## src/ambient_pkg.sv

```systemverilog
/*
 * Constants for the ambient light parameter and result block: register
 * offsets, field positions, reset values and the sample period.
 * Assumes a 25 MHz system clock and byte-wide register access.
 */
`default_nettype none
package ambient_pkg;

	// ------------------------------------------------------------
	// Register offsets
	// ------------------------------------------------------------
	localparam logic [7:0] ADDR_PARAM = 8'h84;
	localparam logic [7:0] ADDR_RES_HI = 8'h85;
	localparam logic [7:0] ADDR_RES_LO = 8'h86;

	// ------------------------------------------------------------
	// Parameter byte layout and reset value
	// ------------------------------------------------------------
	localparam int CONT_BIT = 7;
	localparam int RATE_LSB = 4;
	localparam int OFS_BIT = 3;
	localparam int AVG_LSB = 0;
	localparam int FIELD_W = 3;
	// Continuous off, rate 001, offset compensation on, averaging 101.
	localparam logic [7:0] PARAM_RESET = 8'h1d;

	// ------------------------------------------------------------
	// Timing: the slowest sample rate is one sample per second
	// ------------------------------------------------------------
	localparam longint CLK_PERIOD_NS = 40;
	localparam longint SAMPLE_PERIOD_NS = 1_000_000_000;
	localparam longint SAMPLE_CYCLES = SAMPLE_PERIOD_NS / CLK_PERIOD_NS;

	// Measurement sequencer phases.
	typedef enum logic [1:0] {
		PH_IDLE,
		PH_OFFSET,
		PH_CONV,
		PH_DONE
	} phase_t;

endpackage
`default_nettype wire

```

## src/ambient_light_param_result.sv

```systemverilog
/*
 * Ambient light parameter register, measurement sequencer and 16-bit
 * result registers. Assumes a byte register port driven by the serial
 * bus engine on sys_clk, a command register on sys_clk supplying the
 * self-timed and single-shot controls, and a converter that answers each
 * conv_start pulse with one conv_valid pulse carrying conv_data.
 */
`timescale 1ns/100ps
`default_nettype none

// Overview of operation
// RULE_01: Bit 7 enables continuous conversion and resets to zero.
// RULE_02: The host uses continuous mode only with single-shot measurements.
// RULE_03: Bits 6:4 set the rate; code zero is one sample per second.
// RULE_04: Bit 3 enables automatic offset compensation and resets to one.
// RULE_05: With compensation on, an offset is measured first and subtracted.
// RULE_06: Bits 2:0 set two to that power conversions per measurement.
// RULE_07: The stored result is the average of the measurement's conversions.
// RULE_08: The averaging field resets to 101, giving 32 conversions.
// RULE_09: A self-timed run keeps its settings until the mode is cycled.
// RULE_10: The 16-bit result is read at offsets 85h and 86h.
// RULE_11: The high byte sits at 85h, the low at 86h, both read-only.
// RULE_12: Single-shot requests are ignored while self-timed mode is on.
// RULE_13: The host changes the parameter byte only while idle.
// RULE_14: Both result bytes are updated together at measurement end.
module ambient_light_param_result
	import ambient_pkg::*;
#(
	parameter longint PERIOD_CYCLES = SAMPLE_CYCLES,
	parameter int CNT_W = 25
) (
	// Clock and reset.
	input wire logic sys_clk,
	input wire logic reset,
	// Register port from the serial bus engine.
	input wire logic reg_wr,
	input wire logic reg_rd,
	input wire logic [7:0] reg_addr,
	input wire logic [7:0] reg_wdata,
	output logic [7:0] reg_rdata,
	// Controls from the command register.
	input wire logic selftimed_en,
	input wire logic ambient_enable,
	input wire logic ambient_single_shot_request,
	// Converter handshake.
	output logic conv_start,
	output logic conv_offset,
	input wire logic conv_valid,
	input wire logic [15:0] conv_data,
	// Status.
	output logic ambient_busy,
	output logic ambient_ready
);

	// The fastest rate halves the period seven times, so it must survive
	// that, and the whole period must fit the rate counter.
	if (PERIOD_CYCLES < 128
		|| PERIOD_CYCLES >= (64'd1 << CNT_W)) begin : g_bad_period
		$error("PERIOD_CYCLES does not fit the rate counter");
	end

	typedef struct packed {
		logic [7:0] param;
		logic [7:0] act;
		logic [CNT_W-1:0] rate_cnt;
		logic st_prev;
		logic [15:0] result;
		logic [22:0] acc;
		logic [7:0] left;
		logic [15:0] ofs;
		phase_t phase;
		logic conv_start;
		logic conv_offset;
		logic [7:0] rdata;
		logic busy;
		logic ready;
	} state_t;

	state_t s_q, s_d;
	logic [CNT_W-1:0] period_full;
	assign period_full = CNT_W'(PERIOD_CYCLES - 1);

	// ------------------------------------------------------------
	// Sequencer start: snapshot settings already in act
	// ------------------------------------------------------------
	function automatic state_t begin_meas(input state_t x);
		state_t y;
		y = x;
		y.acc = '0;
		y.ofs = '0;
		y.left = 8'(1 << x.act[AVG_LSB +: FIELD_W]); // [RULE_06]
		y.busy = 1'b1;
		y.conv_start = 1'b1;
		y.conv_offset = x.act[OFS_BIT]; // [RULE_05]
		y.phase = x.act[OFS_BIT] ? PH_OFFSET : PH_CONV;
		return y;
	endfunction

	// ------------------------------------------------------------
	// Next-state logic
	// ------------------------------------------------------------
	always_comb begin
		logic st_rise;
		logic go_timed;
		logic [22:0] avg;
		st_rise = 1'b0;
		go_timed = 1'b0;
		avg = '0;
		s_d = s_q;
		s_d.conv_start = 1'b0;
		s_d.ready = 1'b0;
		st_rise = selftimed_en & ~s_q.st_prev;
		s_d.st_prev = selftimed_en;

		// Writes to the result offsets fall through and are dropped.
		if (reg_wr && reg_addr == ADDR_PARAM) begin
			s_d.param = reg_wdata; // [RULE_01] [RULE_03] [RULE_04]
		end

		// Read data is registered, so it appears one cycle after reg_rd.
		if (reg_rd) begin
			unique case (reg_addr)
				ADDR_PARAM: s_d.rdata = s_q.param;
				ADDR_RES_HI: s_d.rdata = s_q.result[15:8]; // [RULE_10] [RULE_11]
				ADDR_RES_LO: s_d.rdata = s_q.result[7:0]; // [RULE_11]
				default: s_d.rdata = '0;
			endcase
		end

		// Rate timer; settings are only taken over when the mode is
		// switched on, so writes during a run wait for the next cycle.
		if (!selftimed_en) begin
			s_d.rate_cnt = '0;
		end else if (st_rise) begin
			s_d.act = s_q.param; // [RULE_09]
			s_d.rate_cnt = '0;
		end else if (s_q.rate_cnt == '0) begin
			go_timed = ambient_enable;
			s_d.rate_cnt = period_full >> s_q.act[RATE_LSB +: FIELD_W]; // [RULE_03]
		end else begin
			s_d.rate_cnt = s_q.rate_cnt - 1'b1;
		end

		unique case (s_q.phase)
			PH_IDLE: begin
				if (go_timed) begin
					s_d = begin_meas(s_d);
				end else if (ambient_single_shot_request && !selftimed_en) begin
					// Single shots take the current byte; ignored in
					// self-timed mode.
					s_d.act = s_q.param; // [RULE_12]
					s_d = begin_meas(s_d);
				end
			end
			PH_OFFSET: begin
				if (conv_valid) begin
					s_d.ofs = conv_data; // [RULE_05]
					s_d.conv_start = 1'b1;
					s_d.conv_offset = 1'b0;
					s_d.phase = PH_CONV;
				end
			end
			PH_CONV: begin
				if (conv_valid) begin
					s_d.acc = s_q.acc + 23'(conv_data);
					s_d.left = s_q.left - 1'b1;
					if (s_q.left == 8'h01) begin
						s_d.phase = PH_DONE;
					end else begin
						s_d.conv_start = 1'b1;
					end
				end
			end
			PH_DONE: begin
				// Whole 16-bit result is stored in one edge.
				avg = s_q.acc >> s_q.act[AVG_LSB +: FIELD_W]; // [RULE_07]
				if (s_q.act[OFS_BIT] && avg[15:0] > s_q.ofs) begin
					s_d.result = avg[15:0] - s_q.ofs; // [RULE_05] [RULE_14]
				end else if (s_q.act[OFS_BIT]) begin
					s_d.result = '0;
				end else begin
					s_d.result = avg[15:0]; // [RULE_14]
				end
				s_d.ready = 1'b1;
				s_d.busy = 1'b0;
				s_d.phase = PH_IDLE;
				// Continuous mode restarts at once, skipping the rate wait.
				if (s_q.act[CONT_BIT] && !selftimed_en) begin
					s_d = begin_meas(s_d); // [RULE_01]
				end
			end
		endcase
	end

	// ------------------------------------------------------------
	// State register
	// ------------------------------------------------------------
	always_ff @(posedge sys_clk or posedge reset) begin
		if (reset) begin
			s_q <= '0;
			s_q.param <= PARAM_RESET; // [RULE_01] [RULE_04] [RULE_08]
			s_q.act <= PARAM_RESET;
			s_q.phase <= PH_IDLE;
		end else begin
			s_q <= s_d;
		end
	end

	assign reg_rdata = s_q.rdata;
	assign conv_start = s_q.conv_start;
	assign conv_offset = s_q.conv_offset;
	assign ambient_busy = s_q.busy;
	assign ambient_ready = s_q.ready;
endmodule
`default_nettype wire

```

## config.mk

```make
export PLATFORM = sky130hd
export DESIGN_NAME = ambient_light_param_result
export DESIGN_NICKNAME = d
export VERILOG_FILES = /design/src/ambient_pkg.sv /design/src/ambient_light_param_result.sv
export SDC_FILE = /design/constraint.sdc
export NUM_CORES = 1
export LEC_CHECK = 0
export ABC_AREA = 1
export BUFFER_PORTS_ARGS = -buffer_cell sky130_fd_sc_hd__buf_2
export CORE_ASPECT_RATIO = 1.75
export CORE_MARGIN = 10
export CORE_UTILIZATION = 35
export DETAILED_ROUTE_END_ITERATION = 7
export MAX_ROUTING_LAYER = met4
export PLACE_DENSITY = 0.56
export SLEW_MARGIN = 30
export SYNTH_ARGS = -nofsm -noshare
export SYNTH_HDL_FRONTEND = slang
export SYNTH_SLANG_ARGS = --single-unit
```

## constraint.sdc

```tcl
create_clock -name sys_clk -period 4.2 [get_ports sys_clk]
set_clock_uncertainty 0.1 [all_clocks]
set_input_delay 0.21 -clock sys_clk [delete_from_list [all_inputs] [get_ports sys_clk]]
set_output_delay 0.21 -clock sys_clk [all_outputs]
set_load 0.005 [all_outputs]
```

After elaboration in Yosys (flattened, before gate mapping)
Index checks and enable logic that the tools add are counted.
Storage, ports and cells
  register bits after elaboration: 119
  latch bits: 0
  RAM bits: 0
  memory bits (read-only): 0
  output and inout port bits: 12
  memories: 0
Operators by class
  add/sub/neg operators: 4
  multipliers: 0
  div/mod/pow operators: 0
  $lt $le $gt $ge: 1
  equal/unequal tests: 12
  shift-type cells: 4
  multiplexer cells: 29
  bitwise operators: 3
  reduce and logical (&&, ||, !) cells: 15
Operators with widths (count)
  $mux W111: 2
  $pmux W50 S2: 1
  $pmux W31 S3: 1
  $mux W25: 3
  $mux W61: 1
  $pmux W16 S3: 1
  $mux W16: 2
  $mux W8: 4
  $mux W31: 1
  $logic_not A25 Y1: 1
  $shr A25 B3 Y25 const A: 1
  $sub A25 B1 Y25 const B: 1
  $eq A8 B8 Y1 const B: 3
  $pmux W8 S3: 1
  $add A23 B16 Y23: 1
  $shr A23 B3 Y16: 1
  $mux W20: 1
  $pmux W10 S2: 1
  $gt A16 B16 Y1: 1
  $shl A1 B3 Y8 const A: 2
  $sub A16 B16 Y16: 1
  $pmux W3 S4: 1
  $reduce_and A4 Y1: 3
  $eq A8 B1 Y1 const B: 1
  17 further kinds: 32

Longest topological paths before layout
  depth after elaboration: 7
  gate-level depth with buffers: 21
  mapped depth without buffers: 19

Worst setup path after synthesis
No wires, ideal clock.
  path type: flip-flop to flip-flop
  start point: register s_q[103] (netlist name)
  end point: register s_q[73] (netlist name)
  library setup time: 116 ps
  arrival: 2876 ps
  required time: 3984 ps
  slack: 1108 ps
  cell stages (with the launch flop): 21
  clock period less this slack: 3092 ps
  cell sequence: dfstp_2 -> buf_2 -> buf_2 -> nand2_1 -> nand3_1 -> nand2_1 -> nand2_1 -> o31ai_1 -> ha_1 -> fa_1 -> o21ai_2 -> nand2_1 -> nand2_1 -> nand2_1 -> nand2_1 -> nand2_1 -> inv_1 -> buf_4 -> nand3_1 -> nand2_1 -> nand2_1
Between the ends
  longest elaborated chain between the ends: 5
RTL lines
  start, declared: line ambient_light_param_result.sv:79  | state_t s_q, s_d;
  $shr A23 B3 Y16 (*): line ambient_light_param_result.sv:176  | avg = s_q.acc >> s_q.act[AVG_LSB +: FIELD_W];
  $gt A16 B16 Y1: line ambient_light_param_result.sv:177  | if (s_q.act[OFS_BIT] && avg[15:0] > s_q.ofs) begin
  $logic_and A1 B1 Y1: line ambient_light_param_result.sv:177
  $mux W16 (*): line ambient_light_param_result.sv:177
  $pmux W50 S2 (*): line ambient_light_param_result.sv:144  | unique case (s_q.phase)
Every way passes the cells marked *; elsewhere a longest branch is shown, timed or not.
A chain may end at the register's enable or synchronous reset.

Final worst setup path
Ends and elaborated chain as after synthesis.

==> qor.yml <==
worst_slack_ns: 0.456
power_density_nw_per_um2: 864
worst_setup_path_start_kind: "flop"
row_count: 79
fp.dieH_um: 237
rsz0062_at_grt: "no"
synthToLayoutAreaGrowth_pct: 15.0
antenna_found_initial: 0
globalRouteTotalUtil_pct: 18.5
gp_congestion: 0.939
rr_worst_depth: 17
synth_cell_types: 44
grtUsageMet2_pct: 34.5
routed_wl_um: 29900
dp_slack_ns: 0.455
numPortBuffers: 51
root_buffer: "clkbuf_16"
wl_per_cell_um: 16.0
clockBufferDepth: 2
routed_via_density: 5.01
fp.dieW_um: 144
n_antenna_cell: 0
slew_violations: 0
cp.arrival_ns: 3.97
worst-r2r-setup-slack_ns: 0.46
die_area_um2: 34100
synthArstFlopShare_pct: 100
period_share_pct: 89.1
regToRegStartpoint: "s_q[103]$_DFF_PP1_"
hold_viol: 0
r2r_end: "s_q[73]$_DFFE_PP0P_"
cap_violations: 0
synth_enable_flop_cells: 0
hold_class: "in2reg"
final.min_clock_period_ns: 3.74
numClockSinks: 119
ios: 52
cts-hold-fix-buffers: 26
post_cts_resize_count: 0
grt_pass1_wl_um: 48800
setup_violations: 0
htreeDepth: 4
mostFrequentLayoutCell: "nand2_1"
fin_setup_tns_ns: 0
clk-insertion-delay-late_ns: 0.44
nets: 1622
vdd_drop_max_v: 0.000322
vias: 9399
synth_top_flop_cell: "dfrtp_1"
mostFrequentLayoutCells: "nand2_1, inv_1, nor2_1"
dpl-instance-area_um2: 9930
end_kind: "flop"
power_mw: 9.36
drt_iter0_drc: 474
clk_pin_slew_worst_paths_ns: 0.05
grt_pass1_vias: 9635
grt_overflow: 0
synth_cells: 1477
ys_seq_area_share_pct: 31.7
worst_pin_slew_ns: 0.742
status: "finished, final reports clean"
place_hpwl_um: 24000
ant_nets: 0
yosysWarnings: 0
timing_worst_setup_path_type: "reg2reg"
synth_area_um2: 9420
grt_max_degree: 100
ys_ff_latch: 119
post_cts_buffers: 0
slew_headroom_pct: 50.5
max_clock_freq_mhz: 267
cts_tree: "yes"
grtUsageMet1_pct: 17.8
gr-usage-met3_pct: 2.32
drc: 0
final_area_um2: 10800
core_um2: 26600
start_util_pct: 35.4
cts_buffers: 17
drive_gt1_share_pct: 8.44
synth_fp_nets: 1560
startpoint: "s_q[103]$_DFF_PP1_"
power_leakage_nw: 5.65
top_usage_layer: "met2"
crit_path_max_fanout: 16
dr.pass1.iters: 5
synth_area_per_cell_um2: 6.38
endpoint: "s_q[73]$_DFFE_PP0P_"
cp_data_required_time_ns: 4.43
worst min path at each step:
stage	cells after the start	to	slack [ns]	from
after floorplan	0	s_q[77]$_DFF_PP0_	0.14	selftimed_en
after global placement	2	conv_start$_DFF_PP0_	0.08	reset
after detailed placement	2	conv_start$_DFF_PP0_	0.09	reset
after CTS	4	reg_rdata[7]$_DFFE_PP0P_	0.13	reg_rd
after global routing	4	reg_rdata[3]$_DFFE_PP0P_	0.17	reg_rd
final	4	reg_rdata[5]$_DFFE_PP0P_	0.13	reg_rd
registers in the layout (all words and copies together), names as in the netlist:
register       cells
s_q              107
reg_rdata          8
ambient_busy       1
ambient_ready      1
conv_offset        1
conv_start         1
stage by stage:
step                hold slack [ns]  std cells  utilization [%]
floorplan                     0.141       1477                -
CTS                           0.125       1876             40.7
global route                  0.173       1876             40.7
finish                        0.128       1876             40.7
detailed placement           0.0857       1818             37.4
global placement             0.0816       1818             37.4
where the power goes:
group	switching [mW]	total (mW)	internal [mW]
Clock	0.567	1.56	0.995
Combinational	3.99	5.96	1.97
Sequential	0.336	1.84	1.50
cell usage after synthesis, drive strengths merged (8+ instances only):
cell type | instances | area share, %
a21oi | 66 | 3.5
buf | 28 | 1.9
clkbuf | 18 | 0.72
dfrtp | 111 | 29
dfstp | 8 | 2.2
ha | 41 | 5.4
inv | 188 | 7.5
nand2 | 510 | 20
nand3 | 114 | 6.5
nand3b | 9 | 0.72
nand4 | 17 | 1.1
nor2 | 145 | 6.0
nor3 | 8 | 0.43
o21ai | 125 | 6.7
or2 | 13 | 0.86
xnor2 | 13 | 1.2
xor2 | 17 | 1.6
kinds of logic (layout without fill, tap and decap cells):
family	Yosys count	after routing	share of synthesized area [%]
xor+xnor	30	30	2.79
flops	119	119	31.7
buf+inv	236	311	10.2
compound gates	225	225	12.9
fa+ha+maj	43	43	5.87
simple gates	824	824	36.5
routing by layer:
layer  routed length, µm  vias to the layer above
met5                   0                        -
met4                1390                        0
met3                 831                       75
met2               16400                      188
met1               11300                     4290
li1                    -                     4846
area by class of cell:
| type | count | area [µm²] |
|---|---|---|
| Clock buffer | 18 | 429 |
| Clock inverter | 14 | 199 |
| Fill cell | 2844 | 15800 |
| Inverter | 190 | 716 |
| Multi-Input combinational cell | 1122 | 5470 |
| Sequential cell | 119 | 2990 |
| Tap cell | 324 | 405 |
| Timing Repair Buffer | 89 | 618 |
worst max-delay path: stages, from the launching register on:
cell      delay (ns)
dfstp_2         0.43
inv_1           0.35
o21ai_0         0.20
nand2_1         0.11
nand2_1         0.09
a21boi_0        0.38
inv_1           0.11
fa_1            0.47
o21ai_2         0.27
nand2_1         0.10
nand2_1         0.09
nand2_1         0.05
nand2_1         0.14
nand2_1         0.16
inv_1           0.31
nand3_1         0.12
nand2_1         0.09
nand2_1         0.05
Power figures use the tool's default switching activity.
